==> src/hdl/flash_lock_pkg.sv <==
// Constants shared by the lock, reset and counter command decoder
package flash_lock_pkg;
   // Opcodes
   localparam logic [7:0] OP_READ_LOCK   = 8'h3d;
   localparam logic [7:0] OP_GLOBAL_LOCK = 8'h7e;
   localparam logic [7:0] OP_GLOBAL_UNLK = 8'h98;
   localparam logic [7:0] OP_RST_ENABLE  = 8'h66;
   localparam logic [7:0] OP_RST_DEVICE  = 8'h99;
   localparam logic [7:0] OP_COUNTER     = 8'h9b;
   // Counter command types
   localparam logic [7:0] CT_ROOT_KEY    = 8'h00;
   localparam logic [7:0] CT_HMAC_KEY    = 8'h01;
   localparam logic [7:0] CT_FIRST_RSVD  = 8'h04;
   // Frame byte positions (byte 0 is the opcode)
   localparam logic [6:0] BY_TYPE        = 7'h01;
   localparam logic [6:0] BY_CTR_ADDR    = 7'h02;
   localparam logic [6:0] BY_ADDR_LAST   = 7'h03;
   localparam logic [6:0] BY_KEY_FIRST   = 7'h04;
   localparam logic [6:0] BY_KEY_LAST    = 7'h23;
   localparam logic [6:0] BY_MAX         = 7'h7f;
   // Frame lengths: opcode plus operand payload
   localparam logic [6:0] LEN_ROOT_KEY   = 7'h41;
   localparam logic [6:0] LEN_HMAC_KEY   = 7'h29;
   localparam logic [6:0] LEN_OPCODE     = 7'h01;
   // Lock map and counters
   localparam int         LOCK_BITS      = 16;
   localparam int         LOCK_IDX_LO    = 20;
   localparam int         LOCK_IDX_W     = 4;
   localparam int         NUM_CTRS       = 4;
   localparam logic [7:0] ROOT_UNINIT    = 8'hff;
   localparam logic [7:0] ROOT_INIT      = 8'h00;
   // Counter status codes
   localparam logic [7:0] ST_IDLE        = 8'h00;
   localparam logic [7:0] ST_SUCCESS     = 8'h80;
   localparam logic [7:0] ST_ERR_RSVD    = 8'h04;
   localparam logic [7:0] ST_ERR_SIG     = 8'h02;
   localparam logic [7:0] ST_ERR_PARAM   = 8'h08;
   localparam logic [7:0] ST_ERR_STATE   = 8'h10;
   // Timing
   localparam int         CLK_MHZ        = 10;
   localparam int         T_RST_US       = 30;
   localparam int         RST_CYC        = T_RST_US * CLK_MHZ;
   localparam int         POLL_CYC_DEF   = 200;
   localparam logic [2:0] BIT_LAST       = 3'h7;
   localparam logic [15:0] TMR_ONE       = 16'h0001;
   typedef enum logic [1:0] {S_IDLE, S_RECOVER, S_HMAC_WAIT, S_COMMIT}
      ctl_state_t;
endpackage

==> src/hdl/flash_lock_cmd.sv <==
// Lock-bit, software-reset and counter command decoder of the flash
`timescale 1ns/1ps
`default_nettype none

// Contract
// - Lock read: opcode 3Dh then 24-bit address, shifted in on rising edges.
// - After the address the lock byte shifts out on falling edges, MSB first.
// - Lock byte LSB one means locked, zero means unlocked.
// - Lock bits protect only when scheme select is one; else range protection.
// - All lock bits are one after power-up and after any reset.
// - Global lock 7Eh alone sets every lock bit when write enable latch set.
// - Global unlock 98h alone clears every lock bit when latch set.
// - Software reset is reset-enable 66h then reset 99h, separate frames.
// - Any other command after reset-enable drops the armed state.
// - Accepted reset clears volatile status, latch, suspend, read and wrap.
// - After reset all commands are ignored for 30 microseconds.
// - Root key write checks 64-byte payload, address range, uninit flag FFh.
// - Root key write checks truncated signature against computed HMAC.
// - A passing counter command executes and posts success status.
// - Root key init flag is cleared to zero as the final step.
// - All-ones key is temporary: flag kept, uninitialised counter zeroed.
// - An initialised counter keeps its value on any root key write.
// - After a real key write, later root key writes are rejected.
// - HMAC key update checks 40 bytes, range, init counter, signature.
// - Busy stays set for twice the polling delay during key update.
// - A failing counter command is not executed; error status posted.
// - Reserved counter command types post error with status bit 2.
module flash_lock_cmd
   import flash_lock_pkg::*;
#(
   parameter int POLL_CYC = POLL_CYC_DEF
) (
   // Clock and reset
   input  wire logic                  clk_in,
   input  wire logic                  resetn_in,
   // Serial interface, sampled on clk_in
   input  wire logic                  cs_n_in,
   input  wire logic                  sclk_in,
   input  wire logic                  serial_in,
   output logic                       serial_out_q_out,
   output logic                       serial_oe_out,
   // Protection configuration and query
   input  wire logic                  write_enable_latch_in,
   input  wire logic                  lock_scheme_select_in,
   input  wire logic                  range_protected_in,
   input  wire logic [23:0]           prot_addr_in,
   output logic                       prot_out,
   // Side effects on the rest of the device
   output logic                       sw_reset_out,
   output logic                       wel_clear_out,
   output logic                       busy_out,
   // Counter command status and state
   output logic [7:0]                 ctr_status_out,
   output logic [NUM_CTRS-1:0]        counter_init_flag_out,
   output logic [NUM_CTRS-1:0]        hmac_key_valid_out,
   output logic                       counter_zero_out,
   output logic [1:0]                 counter_idx_out,
   // Signature engine
   output logic [7:0]                 rx_byte_out,
   output logic                       rx_valid_out,
   output logic                       hmac_start_out,
   output logic [7:0]                 hmac_type_out,
   input  wire logic                  hmac_done_in,
   input  wire logic                  hmac_match_in
);

   ctl_state_t            state_q;
   logic                  sclk_q;
   logic                  cs_q;
   logic [7:0]            shift_q;
   logic [2:0]            bit_q;
   logic [6:0]            byte_q;
   logic [7:0]            opcode_q;
   logic [7:0]            type_q;
   logic [7:0]            ctr_addr_q;
   logic [23:0]           addr_q;
   logic                  key_ones_q;
   logic                  armed_q;
   logic [LOCK_BITS-1:0]  lock_q;
   logic [7:0]            root_flag_q [NUM_CTRS];
   logic [NUM_CTRS-1:0]   ctr_init_q;
   logic [NUM_CTRS-1:0]   hkey_q;
   logic [15:0]           tmr_q;
   logic [7:0]            out_byte_q;

   logic                  rise;
   logic                  fall;
   logic                  frame_end;
   logic                  byte_done;
   logic [7:0]            byte_val;
   logic                  live;
   logic [1:0]            cidx;
   logic                  in_range;
   logic                  rst_go;

   // Synchronous pins: edges are found against the previous sample
   assign rise      = sclk_in & ~sclk_q & ~cs_n_in;
   assign fall      = ~sclk_in & sclk_q & ~cs_n_in;
   assign frame_end = cs_n_in & ~cs_q;
   assign byte_val  = {shift_q[6:0], serial_in};
   assign byte_done = rise && bit_q == BIT_LAST;
   // Frames are ignored during reset recovery and counter execution
   assign live      = state_q == S_IDLE;
   assign cidx      = ctr_addr_q[1:0];
   assign in_range  = ctr_addr_q < 8'(NUM_CTRS);
   assign rst_go    = live && frame_end && armed_q && byte_q == LEN_OPCODE
                      && bit_q == 3'h0 && opcode_q == OP_RST_DEVICE;

   // Edge history
   always_ff @(posedge clk_in) begin
      if (!resetn_in) begin
         sclk_q <= 1'b0;
         cs_q   <= 1'b1;
      end else begin
         sclk_q <= sclk_in;
         cs_q   <= cs_n_in;
      end
   end

   // Input shifter and byte counter, restarted by chip select
   always_ff @(posedge clk_in) begin
      if (!resetn_in || cs_n_in) begin
         shift_q <= 8'h00;
         bit_q   <= 3'h0;
         byte_q  <= 7'h00;
      end else if (rise) begin
         shift_q <= byte_val;
         bit_q   <= bit_q + 3'h1;
         if (byte_done && byte_q != BY_MAX)
            byte_q <= byte_q + 7'h01;
      end
   end

   // Capture opcode, address and counter header bytes
   always_ff @(posedge clk_in) begin
      if (!resetn_in) begin
         opcode_q   <= 8'h00;
         type_q     <= 8'h00;
         ctr_addr_q <= 8'h00;
         addr_q     <= 24'h000000;
         key_ones_q <= 1'b1;
      end else if (byte_done && live) begin
         if (byte_q == 7'h00) begin
            opcode_q   <= byte_val;
            key_ones_q <= 1'b1;
         end
         if (byte_q >= BY_TYPE && byte_q <= BY_ADDR_LAST)
            addr_q <= {addr_q[15:0], byte_val};
         if (byte_q == BY_TYPE)
            type_q <= byte_val;
         if (byte_q == BY_CTR_ADDR)
            ctr_addr_q <= byte_val;
         // Track an all-ones root key as it streams past
         if (byte_q >= BY_KEY_FIRST && byte_q <= BY_KEY_LAST
             && byte_val != 8'hff)
            key_ones_q <= 1'b0;
      end
   end

   // Counter frame bytes are forwarded to the signature engine
   always_ff @(posedge clk_in) begin
      if (!resetn_in) begin
         rx_byte_out  <= 8'h00;
         rx_valid_out <= 1'b0;
      end else begin
         rx_valid_out <= byte_done && live && opcode_q == OP_COUNTER
                         && byte_q != 7'h00;
         if (byte_done)
            rx_byte_out <= byte_val;
      end
   end

   // Lock read answer: LSB carries the lock bit, MSB leaves first
   always_ff @(posedge clk_in) begin
      if (!resetn_in || cs_n_in) begin
         serial_out_q_out <= 1'b0;
         serial_oe_out    <= 1'b0;
         out_byte_q       <= 8'h00;
      end else if (fall && live && opcode_q == OP_READ_LOCK
                   && byte_q > BY_ADDR_LAST) begin
         serial_oe_out <= 1'b1;
         if (bit_q == 3'h0) begin
            // Only the region index bits pick the lock bit
            serial_out_q_out <= 1'b0;
            out_byte_q <= {7'h00,
               lock_q[addr_q[LOCK_IDX_LO +: LOCK_IDX_W]]};
         end else begin
            serial_out_q_out <= out_byte_q[3'h7 - bit_q];
         end
      end
   end

   // Volatile lock bits: all locked at power-up and on software reset
   always_ff @(posedge clk_in) begin
      if (!resetn_in || rst_go) begin
         lock_q <= '1;
      end else if (live && frame_end && write_enable_latch_in
                   && byte_q == LEN_OPCODE && bit_q == 3'h0) begin
         if (opcode_q == OP_GLOBAL_LOCK)
            lock_q <= '1;
         else if (opcode_q == OP_GLOBAL_UNLK)
            lock_q <= '0;
      end
   end

   // Protection answer follows the selected scheme
   always_ff @(posedge clk_in) begin
      if (!resetn_in)
         prot_out <= 1'b1;
      else if (lock_scheme_select_in)
         prot_out <= lock_q[prot_addr_in[LOCK_IDX_LO +: LOCK_IDX_W]];
      else
         prot_out <= range_protected_in;
   end

   // Reset-enable arming; any other completed frame disarms it
   always_ff @(posedge clk_in) begin
      if (!resetn_in) begin
         armed_q <= 1'b0;
      end else if (live && frame_end && byte_q != 7'h00) begin
         armed_q <= opcode_q == OP_RST_ENABLE && byte_q == LEN_OPCODE;
      end
   end

   // Reset pulse lets the rest of the device drop its volatile state
   always_ff @(posedge clk_in) begin
      if (!resetn_in) begin
         sw_reset_out  <= 1'b0;
         wel_clear_out <= 1'b0;
      end else begin
         sw_reset_out  <= rst_go;
         wel_clear_out <= rst_go;
      end
   end

   // Control sequencer: recovery, signature wait and final commit
   always_ff @(posedge clk_in) begin
      if (!resetn_in) begin
         state_q        <= S_IDLE;
         tmr_q          <= 16'h0000;
         hmac_start_out <= 1'b0;
         hmac_type_out  <= 8'h00;
         ctr_status_out <= ST_IDLE;
      end else begin
         hmac_start_out <= 1'b0;
         case (state_q)
            S_IDLE: begin
               if (rst_go) begin
                  state_q <= S_RECOVER;
                  tmr_q   <= 16'(RST_CYC);
               end else if (frame_end && opcode_q == OP_COUNTER
                            && byte_q > BY_TYPE) begin
                  if (type_q >= CT_FIRST_RSVD)
                     ctr_status_out <= ST_ERR_RSVD;
                  else if (type_q == CT_ROOT_KEY
                           && (byte_q != LEN_ROOT_KEY || bit_q != 3'h0
                               || !in_range))
                     ctr_status_out <= ST_ERR_PARAM;
                  else if (type_q == CT_ROOT_KEY
                           && root_flag_q[cidx] != ROOT_UNINIT)
                     ctr_status_out <= ST_ERR_STATE;
                  else if (type_q == CT_HMAC_KEY
                           && (byte_q != LEN_HMAC_KEY || bit_q != 3'h0
                               || !in_range))
                     ctr_status_out <= ST_ERR_PARAM;
                  else if (type_q == CT_HMAC_KEY && !ctr_init_q[cidx])
                     ctr_status_out <= ST_ERR_STATE;
                  else if (type_q == CT_ROOT_KEY
                           || type_q == CT_HMAC_KEY) begin
                     // Two signature passes hold busy twice as long
                     state_q        <= S_HMAC_WAIT;
                     hmac_start_out <= 1'b1;
                     hmac_type_out  <= type_q;
                     tmr_q <= (type_q == CT_HMAC_KEY)
                              ? 16'(2 * POLL_CYC) : 16'(POLL_CYC);
                  end else begin
                     ctr_status_out <= ST_ERR_RSVD;
                  end
               end
            end
            S_RECOVER: begin
               if (tmr_q <= TMR_ONE)
                  state_q <= S_IDLE;
               tmr_q <= tmr_q - TMR_ONE;
            end
            S_HMAC_WAIT: begin
               if (tmr_q > TMR_ONE)
                  tmr_q <= tmr_q - TMR_ONE;
               else if (hmac_done_in) begin
                  if (!hmac_match_in) begin
                     state_q        <= S_IDLE;
                     ctr_status_out <= ST_ERR_SIG;
                  end else
                     state_q <= S_COMMIT;
               end
            end
            S_COMMIT: begin
               state_q        <= S_IDLE;
               ctr_status_out <= ST_SUCCESS;
            end
            default: state_q <= S_IDLE;
         endcase
      end
   end

   // Busy covers recovery and counter execution
   always_ff @(posedge clk_in) begin
      if (!resetn_in)
         busy_out <= 1'b0;
      else
         busy_out <= state_q != S_IDLE || rst_go;
   end

   // Counter state updates happen one step before the root key flag
   always_ff @(posedge clk_in) begin
      if (!resetn_in) begin
         ctr_init_q       <= '0;
         counter_zero_out <= 1'b0;
         counter_idx_out  <= 2'h0;
      end else begin
         counter_zero_out <= 1'b0;
         if (state_q == S_HMAC_WAIT && tmr_q <= TMR_ONE && hmac_done_in
             && hmac_match_in && type_q == CT_ROOT_KEY
             && !ctr_init_q[cidx]) begin
            // An initialised counter is left alone
            ctr_init_q[cidx] <= 1'b1;
            counter_zero_out <= 1'b1;
            counter_idx_out  <= cidx;
         end
      end
   end

   // Root key flags: cleared last, and only for a real key
   always_ff @(posedge clk_in) begin
      if (!resetn_in) begin
         for (int i = 0; i < NUM_CTRS; i++)
            root_flag_q[i] <= ROOT_UNINIT;
      end else if (state_q == S_COMMIT && type_q == CT_ROOT_KEY
                   && !key_ones_q) begin
         root_flag_q[cidx] <= ROOT_INIT;
      end
   end

   // Volatile HMAC key registers, lost on software reset
   always_ff @(posedge clk_in) begin
      if (!resetn_in || rst_go)
         hkey_q <= '0;
      else if (state_q == S_COMMIT && type_q == CT_HMAC_KEY)
         hkey_q[cidx] <= 1'b1;
   end

   // Flag mirrors for the outside
   always_ff @(posedge clk_in) begin
      if (!resetn_in) begin
         counter_init_flag_out <= '0;
         hmac_key_valid_out    <= '0;
      end else begin
         counter_init_flag_out <= ctr_init_q;
         hmac_key_valid_out    <= hkey_q;
      end
   end

endmodule

`default_nettype wire

==> config.mk <==
export PLATFORM = sky130hd
export DESIGN_NAME = flash_lock_cmd
export DESIGN_NICKNAME = d
export VERILOG_FILES = /design/src/hdl/flash_lock_pkg.sv /design/src/hdl/flash_lock_cmd.sv
export SDC_FILE = /design/constraint.sdc
export NUM_CORES = 1
export LEC_CHECK = 0
export BUFFER_PORTS_ARGS = -buffer_cell sky130_fd_sc_hd__buf_4
export CAP_MARGIN = 20
export CORE_ASPECT_RATIO = 1.25
export CORE_UTILIZATION = 54
export DETAILED_ROUTE_END_ITERATION = 8
export PLACE_DENSITY_LB_ADDON = 0.15
export SLEW_MARGIN = 5
export SYNTH_ARGS = -nofsm -noshare
export SYNTH_HDL_FRONTEND = slang
export SYNTH_SLANG_ARGS = --single-unit
export TNS_END_PERCENT = 20
==> constraint.sdc <==
create_clock -name clk_in -period 3.1 [get_ports clk_in]
set_input_delay 0.62 -clock clk_in [delete_from_list [all_inputs] [get_ports clk_in]]
set_output_delay 0.62 -clock clk_in [all_outputs]
set_load 0.01 [all_outputs]
---- After elaboration in Yosys (flattened, before gate mapping) ----
Memories as Yosys holds them, arrays and structs flattened. A register that Yosys moved wholly into a read port is not among the register bits.
Index checks and enable logic that the tools add are counted.
storage, ports and cells
  bits in registers ....................... 154
  bits in latches ......................... 0
  bits in writable memories ............... 32
  ROM bits ................................ 0
  bits of input ports ..................... 34
  output and inout port bits .............. 43
  logic and storage cells ................. 240
  memories ................................ 1
cells by class
  $add $sub $neg .......................... 4
  $mul .................................... 0
  divide/modulo/power cells ............... 0
  magnitude comparators ................... 15
  equal/unequal tests ..................... 33
  shift operators ......................... 0
  mux-type cells .......................... 63
  bitwise operators ....................... 20
  reductions and logical operators ........ 73
memory list
  name         depth  bits a word  read ports  clocked after Yosys merged registers in  wr ports  line                  RTL
  root_flag_q  4      8            1           1                                        4         flash_lock_cmd.sv:80  logic [7:0] root_flag_q [NUM_CTRS];
operators by type and width
  operator                                                                            count
  16-bit two-way mux                                                                  11
  8-bit two-way mux                                                                   12
  16-bit one-hot mux with 3 select lines                                              1
  1-bit logical AND                                                                   36
  2-bit two-way mux                                                                   15
  8-bit equality test (second input constant)                                         3
  8-bit one-hot mux with 3 select lines                                               1
  7-bit inequality test (second input constant)                                       3
  9-bit AND reduction                                                                 2
  8-bit by 7-bit equality test with 1-bit output (second input constant)              2
  16-bit by 1-bit > comparator with 1-bit output (second input constant)              1
  16-bit by 1-bit less-or-equal comparator with 1-bit output (second input constant)  1
  1-bit two-way mux                                                                   16
  8-bit inequality test (second input constant)                                       2
  2-bit AND reduction                                                                 8
  16-bit by 1-bit subtractor with 16-bit output (second input constant)               1
  3-bit inequality test (second input constant)                                       5
  1-bit inverter                                                                      13
  2-bit inequality test (second input constant)                                       6
  4-bit by 5-bit < comparator with 1-bit output (second input constant)               2
  10-bit AND reduction                                                                1
  9-bit two-way mux                                                                   1
  3-bit nonzero test                                                                  3
  9-bit OR reduction                                                                  1
  41 further kinds                                                                    61

---- Longest topological paths before layout ----
  depth after elaboration ................. 12
  gate-level depth with buffers ........... 9
  depth with buffers taken out ............ 8

---- Least setup slack after synthesis ----
Ideal clock, no wire load.
  path type ............................... input port to flip-flop
  start ................................... input cs_n_in
  end ..................................... register type_q[0]
  data arrival time ....................... 2,251 ps
  required time ........................... 2,972 ps
  setup slack ............................. 722 ps
  stages .................................. 7
  buffers on the path ..................... 3
  cell sequence ........................... clkbuf_8 > or3b_2 > clkbuf_1 > or3_1 > clkbuf_1 > mux2i_1 > nor2_1
on the way
  longest elaborated chain between the ends .. 5
ends and longest elaborated chain
  element                        line                   RTL
  start, declared                flash_lock_cmd.sv:37   input wire logic cs_n_in,
  1-bit inverter                 flash_lock_cmd.sv:97   assign rise = sclk_in & ~sclk_q & ~cs_n_in;
  1-bit bitwise AND              flash_lock_cmd.sv:97
  1-bit logical AND              flash_lock_cmd.sv:101  assign byte_done = rise && bit_q == BIT_LAST;
  1-bit logical AND              flash_lock_cmd.sv:142  end else if (byte_done && live) begin
  2-bit AND reduction (no line)  n/a
  end signal, assigned           flash_lock_cmd.sv:150  type_q <= byte_val;
  end, declared                  flash_lock_cmd.sv:74   logic [7:0] type_q;
No other way between the ends.
A chain may end at the register's enable or synchronous reset.

---- Worst setup path in the final report ----
  start ................................... register bit_q[0]
  end ..................................... register hmac_type_out[5]
on the way
  longest elaborated chain between the ends .. 6
ends and longest elaborated chain
  element                                      line                                          RTL
  start, declared                              flash_lock_cmd.sv:71                          logic [2:0] bit_q;
  start signal, assigned                       flash_lock_cmd.sv:128                         bit_q <= bit_q + 3'h1;
  3-bit nonzero test                           flash_lock_cmd.sv:256, flash_lock_cmd.sv:263
  1-bit logical OR, on equally long branches   flash_lock_cmd.sv:263, flash_lock_cmd.sv:256
  1-bit logical OR, on equally long branches   flash_lock_cmd.sv:264, flash_lock_cmd.sv:257
  1-bit logical AND, on equally long branches  flash_lock_cmd.sv:263, flash_lock_cmd.sv:256
  1-bit inverter (no line)                     n/a
  9-bit AND reduction (no line) (*)            n/a
  end signal, assigned                         flash_lock_cmd.sv:273                         hmac_type_out <= type_q;
  end, declared                                flash_lock_cmd.sv:62                          output logic [7:0] hmac_type_out,
Every way passes the cells marked *; elsewhere a longest branch is shown, timed or not.

==> impl_metrics.tcl <==
set metrics [dict create \
    cts_tree "built" \
    use_met1_pct 29.4 \
    critPathLaunchType "register" \
    ys_seq_area_share_pct 43.8 \
    cts_root_buffer "clkbuf_16" \
    hpwl_um 8860 \
    clk_pin_slew_ps 60 \
    syn-cell-area_um2 5490 \
    num_antenna_cells 0 \
    post_cts_buffers 0 \
    antenna_left 0 \
    netlist_instances 604 \
    clock.fmax_mhz 383 \
    path_cells "inv_1 > ha_1 > nor4b_1 > and4_2 > nand4b_1 > a2111oi_1 > nor2_1 > and2_1" \
    avgSynthCellArea_um2 9.09 \
    rsz0062_at_grt "no" \
    fin_crit_ps 2610 \
    hold_buffers 0 \
    arrival_ps 2910 \
    start_util_pct 56.2 \
    grt_use_met3_pct 6.91 \
    ys_warn_count 0 \
    ctsResizeCount 0 \
    min_from "range_protected_in" \
    hp-class "in -> reg" \
    hold_end "prot_out$_SDFF_PN1_" \
    fin_skew_ps 9.12 \
    cp-end-kind "register" \
    synth.distinct_cells 82 \
    clock_latency_ps 410 \
    r2r_slack_ps 490 \
    dieArea_um2 10600 \
    cts-root-to-sink-buffers 2 \
    final_common_cell "dfxtp_1" \
    synth_ff_type "dfxtp_1" \
    drc 0 \
    p_per_area_nw_per_um2 532 \
    fin_setup_tns_ps 0 \
    drt_iter0_drc 248 \
    grt_overflow 0 \
    cts.sinks 118 \
    cp.required_ps 3400 \
    synth.top_cell.area_share_pct 41.6 \
    p_leak_nw 2.66 \
    die_w_um 92.2 \
    slowest_delay_ps 670 \
    antenna_found_initial 0 \
    finalSetupViolations 0 \
    reg2reg_to "hmac_type_out[5]$_SDFFE_PN0P_" \
    hold_violations 0 \
    io_pins 77 \
    path_buf_inv 1 \
    grt_use_total_pct 25.4 \
    fin_util_pct 66.3 \
    crit_type "reg -> reg" \
    crit_fanout 7 \
    final_nets 702 \
    gr-max-usage-layer "met2" \
    coreArea_um2 9760 \
    timing.rr.start "bit_q[0]$_SDFFE_PP0P_" \
    critical_path.top_delay_family "simple AND/OR/NAND/NOR gates" \
    area_growth_pct 17.9 \
    mostFrequentLayoutCells "dfxtp_1, nand2_1, buf_4" \
    status "complete, no violations" \
    slew_violations 0 \
    viasPerCell 5.89 \
    routed-via-count 4664 \
    place_congestion 0.856 \
    reg2regPathDepth 8 \
    synth_edf_count 4 \
    io_buffers 49 \
    layout-drive-gt1-share_pct 20.6 \
    use_met2_pct 44.0 \
    grt_pass1_vias 4471 \
    ir_drop_mv 0.396 \
    relSlewSlack_pct 54.1 \
    route.detailed.wl_per_inst_um 16.0 \
    holdPathStages 3 \
    cts_buffers 17 \
    holdWs_ps 418 \
    grt_pass1_wl_um 21200 \
    htree_levels 4 \
    yosys-top-cells-area "dfxtp_1, nand2_1, mux2i_1" \
    period_share_pct 84.3 \
    wirelength_um 12600 \
    tightestPinTransition_ps 686 \
    async_reset_ff_share_pct 0 \
    fill_cells 796 \
    drt_pass1_iterations 4 \
    grt_start_max_net_pins 48 \
    drv_cap 0 \
    synth_largest_area_cell "dfxtp_1" \
    die_height_um 115 \
    num_rows 40 \
    yosys_register_bits 118 \
    cpMaxStageDelayCell "a2111oi_1" \
]
## area by class of cell
type / instances / area [um2] / share of cell area, %
clock buffers: 17 / 425 / 6.58
clock inverters: 15 / 130 / 2.01
inverters: 17 / 63.8 / 0.986
flip-flops and latches: 118 / 2400 / 37.1
repair buffers: 62 / 465 / 7.19
multi-input cells: 437 / 2830 / 43.7
well taps: 126 / 158 / 2.44
## worst reg2reg max path: stages, from the launching register on
cell       delay [ps]
dfxtp_1           320
inv_1              90
ha_1              180
nor4b_1           250
and4_2            340
nand4b_1          200
a2111oi_1         670
nor2_1            240
and2_1            220
## flip-flops by register name (all words and copies together), names as in the netlist, 2 cells and up, named ones only
register	count
tmr_q	16
ctr_addr_q	8
hmac_type_out	8
opcode_q	8
rx_byte_out	8
type_q	8
byte_q	7
shift_q	7
ctr_status_out	5
counter_init_flag_out	4
ctr_init_q	4
hkey_q	4
hmac_key_valid_out	4
root_flag_q	4
bit_q	3
counter_idx_out	2
state_q	2
## per-layer routing
| metal | wire length [um] | share of wire, % |
|---|---|---|
| met5 | 0 | 0 |
| met4 | 381 | 3.0 |
| met3 | 613 | 4.9 |
| met1 | 5300 | 42 |
| met2 | 6340 | 50 |
## Yosys cell counts, drive strengths merged, types with 12 or more instances
cell type  count
dfxtp        114
nand2         87
nor2          61
a21oi         32
mux2i         32
clkbuf        21
and2          19
o21ai         19
inv           17
nand3         17
ha            15
buf           13
a31oi         12
nor3          12
## worst max-delay path by stage
stage,end,cells after the start,from
2_1_floorplan,type_q[0]$_SDFFE_PN0P_,7,cs_n_in
3_5_place_dp,hmac_type_out[5]$_SDFFE_PN0P_,8,bit_q[0]$_SDFFE_PP0P_
3_3_place_gp,hmac_type_out[5]$_SDFFE_PN0P_,8,bit_q[0]$_SDFFE_PP0P_
5_1_grt,hmac_type_out[3]$_SDFFE_PN0P_,8,bit_q[0]$_SDFFE_PP0P_
6_report,hmac_type_out[5]$_SDFFE_PN0P_,8,bit_q[0]$_SDFFE_PP0P_
4_1_cts,hmac_type_out[5]$_SDFFE_PN0P_,8,bit_q[0]$_SDFFE_PP0P_
## per-stage QoR
stage	instance area (um2)	worst slack (ps)	total power, mW	instances
after floorplan	5500	722	1.63	606
after detailed placement	5910	535	1.65	760
after global placement	5910	619	1.65	760
after CTS	6470	507	3.47	792
final	6470	488	3.44	792
after global routing	6470	213	3.56	792
## kinds of logic (layout without fill, tap and decap cells)
group                    Yosys count  count (layout)  share of synthesized area, %
XOR/XNOR                           6               6                         0.958
AO/OA/AOI/OAI                    121             121                          15.9
adder cells (fa/ha/maj)           15              15                          3.42
multiplexers                      34              34                          6.25
flip-flops                       118             118                          43.8
AND/OR/NAND/NOR                  258             258                          24.7
other                              1               3                        0.0683
buffers and inverters             51             111                          4.88
## where the power goes
| group | internal (mW) | total [mW] | switching, mW |
|---|---|---|---|
| Sequential | 1.53 | 1.54 | 0.00712 |
| Clock | 1.10 | 1.82 | 0.723 |
| Combinational | 0.0288 | 0.0808 | 0.0520 |
(Power assumes the default switching activity.)
